--- src/verilog/iso_rx_ctx_consts.svh ---
// Purpose: Offsets, field positions, masks and reset values.
// Assumes: Byte addresses on the register bus.
// Notes: Definitions only.
`ifndef ISO_RX_CTX_CONSTS_SVH
`define ISO_RX_CTX_CONSTS_SVH
`define IRC_SET_OFS 12'h400
`define IRC_CLR_OFS 12'h404
`define IRC_STRIDE 12'h020
`define IRC_WIN_END 12'h480
`define IRC_B_PACK 31
`define IRC_B_KEEP 30
`define IRC_B_CMATCH 29
`define IRC_B_MULTI 28
`define IRC_B_RUN 15
`define IRC_B_WAKE 12
`define IRC_B_DEAD 11
`define IRC_B_ACTIVE 10
`define IRC_SPD_HI 7
`define IRC_SPD_LO 5
`define IRC_EVT_HI 4
`define IRC_SET_MASK 32'hF000_9000
`define IRC_CLR_MASK 32'hF000_8000
`define IRC_SPD_100 3'h0
`define IRC_SPD_200 3'h1
`define IRC_SPD_400 3'h2
`define IRC_CTRL_RESET 32'h0000_0000
`endif

--- src/verilog/iso_rx_ctx_pkg.sv ---
// Purpose: Types shared by the receive context control block.
// Assumes: Constants come from iso_rx_ctx_consts.svh.
// Notes: None.
`default_nettype none
package iso_rx_ctx_pkg;
    typedef struct packed {
        logic hit;
        logic clr;
        logic [1:0] ctx;
    } reg_sel_t;
    typedef enum logic {BUS_IDLE, BUS_ACK} bus_state_t;
endpackage : iso_rx_ctx_pkg
`default_nettype wire
--- src/verilog/iso_rx_context_control.sv ---
// Purpose: Control and status words of the isochronous receive contexts.
// Assumes: All receiver and DMA inputs are on CLK; Avalon-MM slave.
// Notes:
`include "iso_rx_ctx_consts.svh"
`default_nettype none
module iso_rx_context_control
    import iso_rx_ctx_pkg::*;
#(
    parameter int N_CTX = 4
)
(
    input wire logic CLK,
    input wire logic RST,
    input wire logic SOFT_RESET,
    input wire logic [11:0] ADDRESS,
    input wire logic READ,
    input wire logic WRITE,
    input wire logic [31:0] WRITEDATA,
    input wire logic [3:0] BYTEENABLE,
    output logic [31:0] READDATA,
    output logic WAITREQUEST,
    input wire logic CYCLE_START,
    input wire logic [12:0] CYCLE_NUMBER,
    input wire logic [15:0] CYCLE_STAMP,
    input wire logic [N_CTX*13-1:0] MATCH_CYCLE,
    input wire logic [N_CTX*6-1:0] MATCH_CHANNEL,
    input wire logic [63:0] CHANNEL_MASK,
    input wire logic PKT_VALID,
    input wire logic [5:0] PKT_CHANNEL,
    input wire logic PKT_DONE,
    input wire logic [1:0] PKT_CTX,
    input wire logic [2:0] PKT_SPEED,
    input wire logic [4:0] PKT_EVENT,
    input wire logic [N_CTX-1:0] DESC_FETCH,
    input wire logic [N_CTX-1:0] FATAL_ERROR,
    input wire logic [N_CTX-1:0] DMA_BUSY,
    output logic [N_CTX-1:0] CTX_GO,
    output logic [N_CTX-1:0] CTX_WAKE,
    output logic [N_CTX-1:0] CTX_PACK,
    output logic [N_CTX-1:0] CTX_KEEP_HDR,
    output logic [N_CTX-1:0] CTX_ACCEPT,
    output logic [31:0] TRAILER,
    output logic TRAILER_VALID
);

    bus_state_t bus_state;
    reg_sel_t sel;
    logic [31:0] wdata;
    logic acc_wr;
    logic [N_CTX-1:0] pack, keep, cmatch, multi, run, wake, dead, active;
    logic [N_CTX-1:0] started, accept;
    logic [2:0] spd [N_CTX];
    logic [4:0] evt [N_CTX];
    logic [31:0] set_bits [N_CTX];
    logic [31:0] clr_bits [N_CTX];

    // Offsets 0 and 4 of each 32-byte slot; anything else is unmapped.
    function automatic reg_sel_t decode_addr(input logic [11:0] a);
        reg_sel_t s;
        logic [11:0] off;
        s = '0;
        off = a - `IRC_SET_OFS;
        if (a >= `IRC_SET_OFS && a < `IRC_WIN_END && off[6:5] < N_CTX)
        begin
            s.ctx = off[6:5];
            if (off[4:0] == 5'h00)
            begin
                s.hit = 1'b1;
            end
            else if (off[4:0] == 5'(`IRC_CLR_OFS - `IRC_SET_OFS))
            begin
                s.hit = 1'b1;
                s.clr = 1'b1;
            end
        end
        return s;
    endfunction : decode_addr

    // Both addresses return the same word; reserved bits stay zero.
    function automatic logic [31:0] ctrl_word(input logic [1:0] c);
        logic [31:0] w;
        w = `IRC_CTRL_RESET;
        w[`IRC_B_PACK] = pack[c];
        w[`IRC_B_KEEP] = keep[c];
        w[`IRC_B_CMATCH] = cmatch[c];
        w[`IRC_B_MULTI] = multi[c];
        w[`IRC_B_RUN] = run[c];
        w[`IRC_B_WAKE] = wake[c];
        w[`IRC_B_DEAD] = dead[c];
        w[`IRC_B_ACTIVE] = active[c];
        w[`IRC_SPD_HI:`IRC_SPD_LO] = spd[c];
        w[`IRC_EVT_HI:0] = evt[c];
        return w;
    endfunction : ctrl_word

    // One wait cycle per access gives the read mux a registered path.
    always_ff @(posedge CLK)
    begin
        if (RST)
            bus_state <= BUS_IDLE;
        else
        begin
            case (bus_state)
                BUS_IDLE:
                    if (READ || WRITE)
                        bus_state <= BUS_ACK;
                BUS_ACK:
                    bus_state <= BUS_IDLE;
                default:
                    bus_state <= BUS_IDLE;
            endcase
        end
    end

    assign WAITREQUEST = (READ || WRITE) && bus_state == BUS_IDLE;
    assign sel = decode_addr(ADDRESS);
    assign acc_wr = WRITE && bus_state == BUS_ACK && sel.hit;
    assign wdata = WRITEDATA & {{8{BYTEENABLE[3]}}, {8{BYTEENABLE[2]}},
        {8{BYTEENABLE[1]}}, {8{BYTEENABLE[0]}}};

    always_ff @(posedge CLK)
    begin
        if (RST)
            READDATA <= 32'h0000_0000;
        else if (READ && bus_state == BUS_IDLE)
            READDATA <= sel.hit ? ctrl_word(sel.ctx) : 32'h0000_0000;
    end

    genvar c;
    generate
        for (c = 0; c < N_CTX; c++)
        begin : g_ctx
            logic cyc_hit;
            logic chan_ok;
            // Clear writes to the wake bit are ignored: it is set-only.
            assign set_bits[c] = (acc_wr && !sel.clr && sel.ctx == c) ?
                (wdata & `IRC_SET_MASK) : 32'h0000_0000;
            assign clr_bits[c] = (acc_wr && sel.clr && sel.ctx == c) ?
                (wdata & `IRC_CLR_MASK) : 32'h0000_0000;
            assign cyc_hit = CYCLE_START &&
                CYCLE_NUMBER == MATCH_CYCLE[c*13 +: 13];
            // Multi-channel ignores the match channel entirely.
            assign chan_ok = multi[c] ? CHANNEL_MASK[PKT_CHANNEL] :
                PKT_CHANNEL == MATCH_CHANNEL[c*6 +: 6];

            always_ff @(posedge CLK)
            begin
                if (RST || SOFT_RESET)
                    run[c] <= 1'b0;
                else if (set_bits[c][`IRC_B_RUN])
                    run[c] <= 1'b1;
                else if (clr_bits[c][`IRC_B_RUN])
                    run[c] <= 1'b0;
            end

            always_ff @(posedge CLK)
            begin
                if (RST)
                begin
                    pack[c] <= 1'b0;
                    keep[c] <= 1'b0;
                    multi[c] <= 1'b0;
                end
                else
                begin
                    if (set_bits[c][`IRC_B_PACK])
                        pack[c] <= 1'b1;
                    else if (clr_bits[c][`IRC_B_PACK])
                        pack[c] <= 1'b0;
                    if (set_bits[c][`IRC_B_KEEP])
                        keep[c] <= 1'b1;
                    else if (clr_bits[c][`IRC_B_KEEP])
                        keep[c] <= 1'b0;
                    if (set_bits[c][`IRC_B_MULTI])
                        multi[c] <= 1'b1;
                    else if (clr_bits[c][`IRC_B_MULTI])
                        multi[c] <= 1'b0;
                end
            end

            // A software set in the same cycle beats the hardware clear.
            always_ff @(posedge CLK)
            begin
                if (RST)
                    cmatch[c] <= 1'b0;
                else if (set_bits[c][`IRC_B_CMATCH])
                    cmatch[c] <= 1'b1;
                else if (clr_bits[c][`IRC_B_CMATCH] || active[c])
                    cmatch[c] <= 1'b0;
            end

            always_ff @(posedge CLK)
            begin
                if (RST)
                    started[c] <= 1'b0;
                else if (!run[c])
                    started[c] <= 1'b0;
                else if (!cmatch[c] || cyc_hit)
                    started[c] <= 1'b1;
            end

            always_ff @(posedge CLK)
            begin
                if (RST)
                    wake[c] <= 1'b0;
                else if (set_bits[c][`IRC_B_WAKE])
                    wake[c] <= 1'b1;
                else if (DESC_FETCH[c])
                    wake[c] <= 1'b0;
            end

            always_ff @(posedge CLK)
            begin
                if (RST)
                    dead[c] <= 1'b0;
                else if (FATAL_ERROR[c])
                    dead[c] <= 1'b1;
                else if (clr_bits[c][`IRC_B_RUN])
                    dead[c] <= 1'b0;
            end

            always_ff @(posedge CLK)
            begin
                if (RST)
                    active[c] <= 1'b0;
                else
                    active[c] <= DMA_BUSY[c];
            end

            always_ff @(posedge CLK)
            begin
                if (RST)
                begin
                    spd[c] <= `IRC_SPD_100;
                    evt[c] <= 5'h00;
                end
                else if (PKT_DONE && PKT_CTX == c)
                begin
                    spd[c] <= PKT_SPEED;
                    evt[c] <= PKT_EVENT;
                end
            end

            always_ff @(posedge CLK)
            begin
                if (RST)
                    accept[c] <= 1'b0;
                else
                    accept[c] <= PKT_VALID && CTX_GO[c] && chan_ok;
            end

            assign CTX_GO[c] = run[c] && started[c] && !dead[c];
        end
    endgenerate

    assign CTX_WAKE = wake;
    assign CTX_PACK = pack;
    // The writer puts the header words first, then payload.
    assign CTX_KEEP_HDR = keep;
    assign CTX_ACCEPT = accept;

    // Status doublet first, then the stamp of the latest cycle start.
    always_ff @(posedge CLK)
    begin
        if (RST)
        begin
            TRAILER <= 32'h0000_0000;
            TRAILER_VALID <= 1'b0;
        end
        else
        begin
            TRAILER_VALID <= PKT_DONE && keep[PKT_CTX];
            if (PKT_DONE && keep[PKT_CTX])
                TRAILER <= {run[PKT_CTX], 2'b00, wake[PKT_CTX],
                    dead[PKT_CTX], active[PKT_CTX], 2'b00, PKT_SPEED,
                    PKT_EVENT, CYCLE_STAMP};
        end
    end
endmodule : iso_rx_context_control
`default_nettype wire

--- config.mk ---
export PLATFORM = sky130hd
export DESIGN_NAME = iso_rx_context_control
export DESIGN_NICKNAME = d
export VERILOG_FILES = /design/src/verilog/iso_rx_ctx_pkg.sv /design/src/verilog/iso_rx_context_control.sv
export VERILOG_INCLUDE_DIRS = /design/src /design/src/verilog
export SDC_FILE = /design/constraint.sdc
export NUM_CORES = 1
export LEC_CHECK = 0
export ABC_AREA = 1
export BUFFER_PORTS_ARGS = -buffer_cell sky130_fd_sc_hd__buf_2
export CAP_MARGIN = 5
export CORE_MARGIN = 8
export CORE_UTILIZATION = 46
export DETAILED_ROUTE_END_ITERATION = 12
export PLACE_DENSITY_LB_ADDON = 0.25
export SLEW_MARGIN = 5
export SYNTH_ARGS = -nofsm -noshare
export SYNTH_HDL_FRONTEND = slang
export SYNTH_SLANG_ARGS = --single-unit
--- constraint.sdc ---
create_clock -name CLK -period 1.9 [get_ports CLK]
set_clock_uncertainty 0.15 [all_clocks]
set_input_delay 0.285 -clock CLK [delete_from_list [all_inputs] [get_ports CLK]]
set_output_delay 0.285 -clock CLK [all_outputs]
set_load 0.005 [all_outputs]
* Yosys cells after proc, flatten, opt, wreduce, memory -nomap -nowiden *
Memories as Yosys holds them, arrays and structs flattened.
Index checks and enable logic that the tools add are counted.

cells by class
  add/sub/neg operators = 1
  order comparisons = 5
  equal/unequal tests = 15
  mux-type cells = 121
  bitwise logic cells = 14
  reductions and logical operators = 94

operators with widths
  kind                                                                 number
  two-way mux 32 bit                                                   9
  two-way mux 1 bit                                                    87
  nonzero test 2 bit                                                   28
  == test 13 bit                                                       4
  logical AND 1 bit                                                    40
  AND 32 bit                                                           1
  binary-select mux 1 bit (select 2 bit)                               13
  == test 6 bit                                                        4
  two-way mux 5 bit                                                    4
  greater-or-equal comparator 12 x 11 -> 1 bit, second input constant  1
  < comparator 12 x 11 -> 1 bit, second input constant                 1
  two-way mux 3 bit                                                    4
  logical OR 1 bit                                                     10
  logical NOT 1 bit                                                    9
  == test 2 bit, second input constant                                 4
  OR 1 bit                                                             8
  OR reduction 2 bit                                                   4
  < comparator 6 x 7 -> 1 bit, second input constant                   1
  subtractor 7 x 1 -> 7 bit, second input constant                     1
  binary-select mux 1 bit (select 6 bit)                               1
  < comparator 2 x 3 -> 1 bit, second input constant                   2
  == test 5 x 3 -> 1 bit, second input constant                        1
  logical NOT 5 bit                                                    1
  inverter 1 bit                                                       5
  other kinds (5)                                                      7

storage, ports and cells
  flip-flop bits (word level) = 102
  RAM bits = 32
  bits of input ports = 253
  output and inout bits = 86
  word-level logic and storage cells = 296
  memories kept = 2

memories
  memory  depth  bits a word  read ports  clocked after memory_dff  write ports  line                          RTL
  evt     4      5            1           0                         4            iso_rx_context_control.sv:53  logic [4:0] evt [N_CTX];
  spd     4      3            1           0                         4            iso_rx_context_control.sv:52  logic [2:0] spd [N_CTX];

* Longest topological paths before layout *
Gate-level depths: netlist of run 1.

  word-level depth = 12
  gate-level depth with buffers = 13
  mapped depth without buffers = 11

* Worst setup path after synthesis of run 1 *
No wires, ideal clock.

  kind = input to register
  from = in PKT_CTX[0]
  to = mem evt[0][0] (enable)
  library setup time = 384 ps
  arrival = 1221 ps
  required time = 1366 ps
  slack = 145 ps
  stages on the path = 3
  buffers on the path = 0
  path through = nor2_1 inv_1 o21ai_0

RTL lines
  element      line                          RTL
  from (decl)  iso_rx_context_control.sv:31  input wire logic [1:0] PKT_CTX,
  to (decl)    iso_rx_context_control.sv:53

* Worst setup path in the final report of run 1 *
  from = reg run[3]
  to = out CTX_GO[3]

between the ends
  longest elaborated chain between the ends = 2

ends and longest elaborated chain
  element                            line                           RTL
  from (decl)                        iso_rx_context_control.sv:50   logic [N_CTX-1:0] pack, keep, cmatch, multi, run, wake, dead, active;
  from (signal, indexed assignment)  iso_rx_context_control.sv:149  run[c] <= 1'b0;
  from (signal, indexed assignment)  iso_rx_context_control.sv:151  run[c] <= 1'b1;
  from (signal, indexed assignment)  iso_rx_context_control.sv:153  run[c] <= 1'b0;
  logical AND 1 bit (2 in series)    iso_rx_context_control.sv:252  assign CTX_GO[c] = run[c] && started[c] && !dead[c];
  to (decl)                          iso_rx_context_control.sv:37   output logic [N_CTX-1:0] CTX_GO,

No other way between the ends.

==> results of run 1 <==
-- stage by stage --
step           setup WS [ps]  TNS (ps)  std cells  area, um^2
2_1_floorplan            145         0        937        6680
3_3_place_gp            15.3         0       1388        8290
3_5_place_dp           -32.9      -165       1388        8290
4_1_cts                 79.5         0       1444        9090
5_1_grt                 16.8         0       1446        9100
6_report                93.0         0       1446        9100
-- area by class of cell --
cell class	count	area, um^2
Fill cell	1350	5220
Multi-Input combinational cell	691	3380
Sequential cell	118	2680
Timing Repair Buffer	347	1960
Clock buffer	18	439
Inverter	72	273
Tap cell	184	230
Clock inverter	14	124
Antenna cell	2	5.00
-- cells by family (layout without fill, tap and decap cells) --
family,Yosys count,in the layout,share of synthesized area (%)
other,1,22,0.0567
xor gates and xnor gates,39,39,5.17
DFF,118,118,40.6
buffers and inverters,128,451,9.38
AOI/OAI and AO/OA,172,172,14.9
and+or+nand+nor,460,460,29.9
-- power groups by stage --
stage | sequential, mW | combinational [mW] | clock [mW]
after floorplan | 2.72 | 0.454 | 0
after global placement | 2.72 | 0.800 | 0
after detailed placement | 2.73 | 0.811 | 0
after CTS | 2.67 | 0.855 | 3.05
after global routing | 2.68 | 0.967 | 3.16
final | 2.67 | 0.866 | 3.00
-- registers in the layout (all words and copies together) (netlist names), 12 cells and up --
signal / count
READDATA: 16
TRAILER: 28
evt: 20
spd: 12
-- layout by cell type, fill, tap and decap left out, types with 2 or more instances in the layout --
cell type | Yosys | final
buf_2 | 13 | 290
dfxtp_1 | 86 | 86
a221oi_1 | 6 | 6
nand3_1 | 86 | 86
nor2_2 | 3 | 3
nand2_2 | 3 | 3
a211oi_1 | 7 | 7
conb_1 | 1 | 20
clkbuf_16 | 0 | 17
edfxtp_1 | 32 | 32
clkinv_2 | 0 | 2
a22oi_1 | 22 | 22
clkinvlp_4 | 0 | 4
nor3_1 | 5 | 5
inv_4 | 1 | 2
nand2_1 | 225 | 225
o21ai_0 | 49 | 49
dlygate4sd3_1 | 0 | 24
a21oi_1 | 67 | 67
inv_6 | 0 | 3
nor2_4 | 5 | 5
nor4_1 | 2 | 2
buf_12 | 0 | 2
buf_4 | 28 | 31
o21ai_1 | 4 | 4
o22ai_1 | 13 | 13
clkinv_1 | 4 | 5
inv_2 | 6 | 6
inv_1 | 61 | 61
clkinv_4 | 0 | 2
or2_2 | 7 | 7
xnor2_1 | 22 | 22
xor2_1 | 17 | 17
nor2_1 | 106 | 106
nand4_1 | 13 | 13
diode_2 | 0 | 2
-- worst max-delay path by stage --
| stage | startpoint | end | slack [ps] | cells after the start |
|---|---|---|---|---|
| 3_5_place_dp | ADDRESS[9] | READDATA[5] | -30 | 12 |
| 2_1_floorplan | PKT_CTX[0] | evt[0][0] | 140 | 3 |
| 4_1_cts | run[3] | CTX_GO[3] | 80 | 3 |
| 5_1_grt | CTX_KEEP_HDR[0] | TRAILER[22] | 20 | 6 |
| 3_3_place_gp | ADDRESS[8] | READDATA[0] | 20 | 12 |
| 6_report | run[3] | CTX_GO[3] | 90 | 3 |
-- layer usage --
| layer | share of wire, % | routed length, um | GRT usage [%] |
|---|---|---|---|
| met3 | 9.1 | 2160 | 6.80 |
| met1 | 42 | 9970 | 31.6 |
| met5 | 0 | 0 | 0 |
| met2 | 47 | 11200 | 41.1 |
| met4 | 1.5 | 365 | 8.42 |
-- critical path: cells and delay by family (launching register included) --
family	cells	cell delay [ps]
flip-flops	1	350
buffers and inverters	2	290
AND/OR/NAND/NOR	1	320
==> metrics.cfg, run 1 <==
[outcome]
run_status = complete, no violations

[global_routing]
grt_overflow_total = 0
grt_use_total_pct = 25.2
grt_pass1_vias = 7129
grt_max_degree = 41
antenna_found_initial = 2
grt_pass1_wl_um = 36800

[synthesis]
synth_edf_count = 32
synth-async-reset-ratio_pct = 0
ys_seq_area_share_pct = 40.6
ys_dominant_reg_cell = dfxtp_1
syn_avg_cell_area_um2 = 7.20
ys_warn_count = 0
yosys-top-cells-count = 225 x nand2_1, 106 x nor2_1, 86 x dfxtp_1, 86 x nand3_1, 67 x a21oi_1
yosysMostFrequentCell = nand2_1
synth_area_um2 = 6610
ys_types = 41
synth_top_area_share_pct = 26.0
synth_seq_cells = 118
synthCells = 918
synth_top_cell_by_area = dfxtp_1
ys_top_cells_by_area = dfxtp_1 26%, edfxtp_1 15%, nand2_1 13%, nand3_1 6.5%, nor2_1 6.0%

[pwr]
switching_power_mw = 1.66
p_sw_share_pct = 25.4
p_seq_share_pct = 40.9
combPwrFrac_pct = 13.2
clockPowerShare_pct = 45.9
peakVddDrop_v = 0.000632
total_power_mw = 6.54
p_int_mw = 4.88
power_density_nw_per_um2 = 719
leakagePower_nw = 4.29

[critical_path]
rr_startpoint = CTX_KEEP_HDR[3]
regToRegSetupSlack_ps = 190
crit_chain = inv_1 > nor3_1 > buf_2
critPathMaxStageDelay_ps = 350
end_kind = primary output
reg2reg_depth = 6
critPathSlowestCell = dfxtp_1
crit_arrival_ps = 1370
path_class = reg -> out
timing.rr.end = TRAILER[31]
cp.required_ps = 1460
start_kind = flop
critPathMaxFanout = 3

[clock_network]
cts_num_sinks = 118
clock_path_buffers = 2
cts_made_buffers = 17
cts_max_level = 4
clkLatencyLatePin_ps = 410
cts_tree = yes
cts_setup_buffers = 0
cts.clk_slew.worst_paths_ps = 50
root_buffer = clkbuf_16
ctsHoldBuffers = 24
cts_resized = 0

[timing]
finalCritPeriodShare_pct = 95.1
setup_violations = 0
rsz0062_at_grt = no
finalHoldViolations = 0
max-slew-margin-rel_pct = 61.0
min_period_ps = 1810
slew_violations = 0
fin_hold_ws_ps = 8.72
worst_pin_slew_ps = 585
fmax_mhz = 553

[floorplan]
die_w_um = 136
die_y_um = 136
dieArea_um2 = 18500
core-area_um2 = 14300
io_pins = 339
start_util_pct = 46.2
fp-row-count = 44

[hold_path]
whs_path_depth = 3
hold_class = in -> reg
hold_path_end = bus_state
min_from = READ

[route]
wire_per_inst_um = 16.4
drtIter0Drc = 546
antenna_left = 0
wl_um = 23700
avgViaCountPerCell = 5.07
dr.pass1.iters = 5
vias = 7337
drc = 0

[place]
numPortBuffers = 290
globalplace.congestion = 0.905
dp_hpwl_um = 18600

[finish]
area_growth_pct = 37.6
layout.nets = 1500
postLayoutCoreUtil_pct = 63.6
drive_above_1_share_pct = 30.3

[job]
drv_cap = 0

(Power assumes the default switching activity.)
==> run 2: changes to the inputs <==
--- a/config.mk
+++ b/config.mk
@@ -9,9 +9,9 @@
 export ABC_AREA = 1
 export BUFFER_PORTS_ARGS = -buffer_cell sky130_fd_sc_hd__buf_2
 export CAP_MARGIN = 5
-export CORE_MARGIN = 8
-export CORE_UTILIZATION = 46
+export CORE_AREA = 2 2 131 133
 export DETAILED_ROUTE_END_ITERATION = 12
+export DIE_AREA = 0 0 133 135
 export PLACE_DENSITY_LB_ADDON = 0.25
 export SLEW_MARGIN = 5
 export SYNTH_ARGS = -nofsm -noshare
==> run 2 against run 1 <==
  * Power up 5.6%
  * Utilization is 7.2 points lower
  * Maximum frequency up 4.5%
  * Worst hold slack improved by 1.9 ps
  * Die area shrank 2.8%
  * Largest power group unchanged
==> metrics.cfg, run 2 (same netlist as run 1, synthesis figures left out) <==
[critical_path]
end_kind = primary output
crit_arrival_ps = 1290  ; -80 ps
critPathMaxFanout = 4  ; +1
path_class = reg -> out
timing.rr.end = TRAILER[21]
reg2reg_depth = 7  ; +1
start_kind = flop
cp.required_ps = 1460  ; about the same
rr_startpoint = CTX_KEEP_HDR[3]
regToRegSetupSlack_ps = 370  ; +180 ps
startpoint = dead[3]

[route]
avgViaCountPerCell = 4.97  ; -2.1%
wl_um = 22400  ; -5.7%
vias = 7345  ; +0.11%
drc = 0  ; unchanged
dr.pass1.iters = 7  ; +2
wire_per_inst_um = 15.2  ; -7.7%
drtIter0Drc = 562  ; +2.9%
antenna_left = 0  ; unchanged

[pwr]
power_density_nw_per_um2 = 748  ; +4.0%
peakVddDrop_v = 0.000666  ; +5.4%
leakagePower_nw = 4.32  ; +0.81%
p_seq_share_pct = 38.7  ; -2.2 points
p_sw_share_pct = 23.0  ; -2.5 points
combPwrFrac_pct = 12.6  ; -0.6 points
clockPowerShare_pct = 48.7  ; +2.8 points
p_int_mw = 5.32  ; +9.1%
switching_power_mw = 1.59  ; -4.7%

[hold_path]
hold_path_end = bus_state
hold_class = in -> reg
whs_path_depth = 3  ; unchanged
min_from = READ

[place]
numPortBuffers = 290  ; unchanged
postPlaceCellArea_um2 = 8360  ; +0.88%
dp_hpwl_um = 17200  ; -7.6%
globalplace.congestion = 0.911  ; +0.73%

[global_routing]
grt_pass1_wl_um = 35500  ; -3.6%
grt_max_degree = 45  ; +9.8%
grt_use_total_pct = 25.0  ; -0.16 points
antenna_found_initial = 1  ; -1
grt_pass1_vias = 6988  ; -2.0%
grt_overflow_total = 0  ; unchanged

[floorplan]
io_pins = 339  ; unchanged
core-area_um2 = 16400  ; +15%
dieArea_um2 = 18000  ; -2.8%
die_y_um = 135  ; -0.66%
fp-row-count = 47  ; +6.8%
start_util_pct = 40.3  ; -5.9 points
die_w_um = 133  ; -2.1%

[clock_network]
root_buffer = clkbuf_16
clock_path_buffers = 2  ; unchanged
cts_max_level = 4  ; unchanged
cts_made_buffers = 17  ; unchanged
clkLatencyLatePin_ps = 410  ; about the same
cts_num_sinks = 118  ; unchanged
cts.clk_slew.worst_paths_ps = 50  ; about the same
cts_tree = yes

[finish]
largest_register = TRAILER
postLayoutCellArea_um2 = 9240  ; +1.6%
fillCellCount = 1596  ; +18%
largest_reg_flops = 28  ; unchanged
final_cell_mix = 290 x buf_2, 225 x nand2_1, 106 x nor2_1
reg.largest.list = TRAILER (28), evt (20), READDATA (16)
layout.nets = 1497  ; -0.20%
drive_above_1_share_pct = 30.1  ; -0.25 points
area_growth_pct = 39.8
final_common_cell = buf_2

[timing]
setup_violations = 0  ; unchanged
min_period_ps = 1730  ; -78.2 ps
fmax_mhz = 578  ; +4.5%
rsz0062_at_grt = no
finalCritPeriodShare_pct = 91.0  ; -4.1 points
finalHoldViolations = 0  ; unchanged
slew_violations = 0  ; unchanged
tns_ps = 0  ; unchanged

[outcome]
run_status = complete, no violations

[job]
drv_cap = 0  ; unchanged

[run 2: power groups by stage]
stage	clock (mW)	sequential, mW	combinational [mW]
finish	3.36	2.68	0.869
global route	3.53	2.68	0.974
CTS	3.41	2.68	0.860
detailed placement	0	2.73	0.816
global placement	0	2.72	0.807
floorplan	0	2.72	0.454
[run 2: worst max-delay path by stage]
| stage | endpoint | slack, ps |
|---|---|---|
| final | CTX_GO[3] | 170 |
| after global placement | CTX_WAKE[3] | 70 |
| after global routing | evt[2][1] | 70 |
| after CTS | spd[2][1] | 130 |
| after detailed placement | cmatch[0] | 20 |
| after floorplan | evt[0][0] | 140 |
[run 2: layout make-up]
class                           count  area [um^2]  area share, %
Clock inverter                      7          115           1.25
Timing Repair Buffer              344         1990           21.6
Inverter                           72          277           2.99
Tap cell                          220          275           2.98
Sequential cell                   118         2680           29.0
Multi-Input combinational cell    691         3380           36.6
Antenna cell                        1         2.50         0.0271
Clock buffer                       25          517           5.59
[run 2: repair_timing]
action | in CTS | in global routing
hold buffers | 24 | 0
resized for setup | 0 | 1
endpoints found under the hold margin | 23 | 0
endpoints found under the setup margin | 0 | 2
buffers inserted | 0 | 0
[run 2: metrics by stage]
| step | power (mW) | hold slack [ps] | utilization [%] | setup slack (ps) | instances |
|---|---|---|---|---|---|
| 6_report | 6.91 | 10.6 | 56.3 | 171 | 1478 |
| 5_1_grt | 7.19 | 12.3 | 56.3 | 71.7 | 1478 |
| 4_1_cts | 6.95 | 1.19 | 56.3 | 128 | 1477 |
| 3_5_place_dp | 3.54 | 304 | 51.0 | 24.7 | 1421 |
| 3_3_place_gp | 3.53 | 301 | 51.0 | 69.1 | 1421 |
| 2_1_floorplan | 3.17 | 242 | - | 145 | 937 |
[run 2: worst max-delay path, stage by stage, from the launching register on]
cell and delay [ps]:
dfxtp_1 360, nor3_1 230, buf_4 180, buf_2 110
[run 2: metal layers]
metal	up-vias	global-route usage, %	part of all wire [%]
met2	311	40.5	46
met1	3321	32.7	44
met3	32	7.06	8.5
li1	3681	-	-
met5	-	0	0
met4	0	7.23	1.7
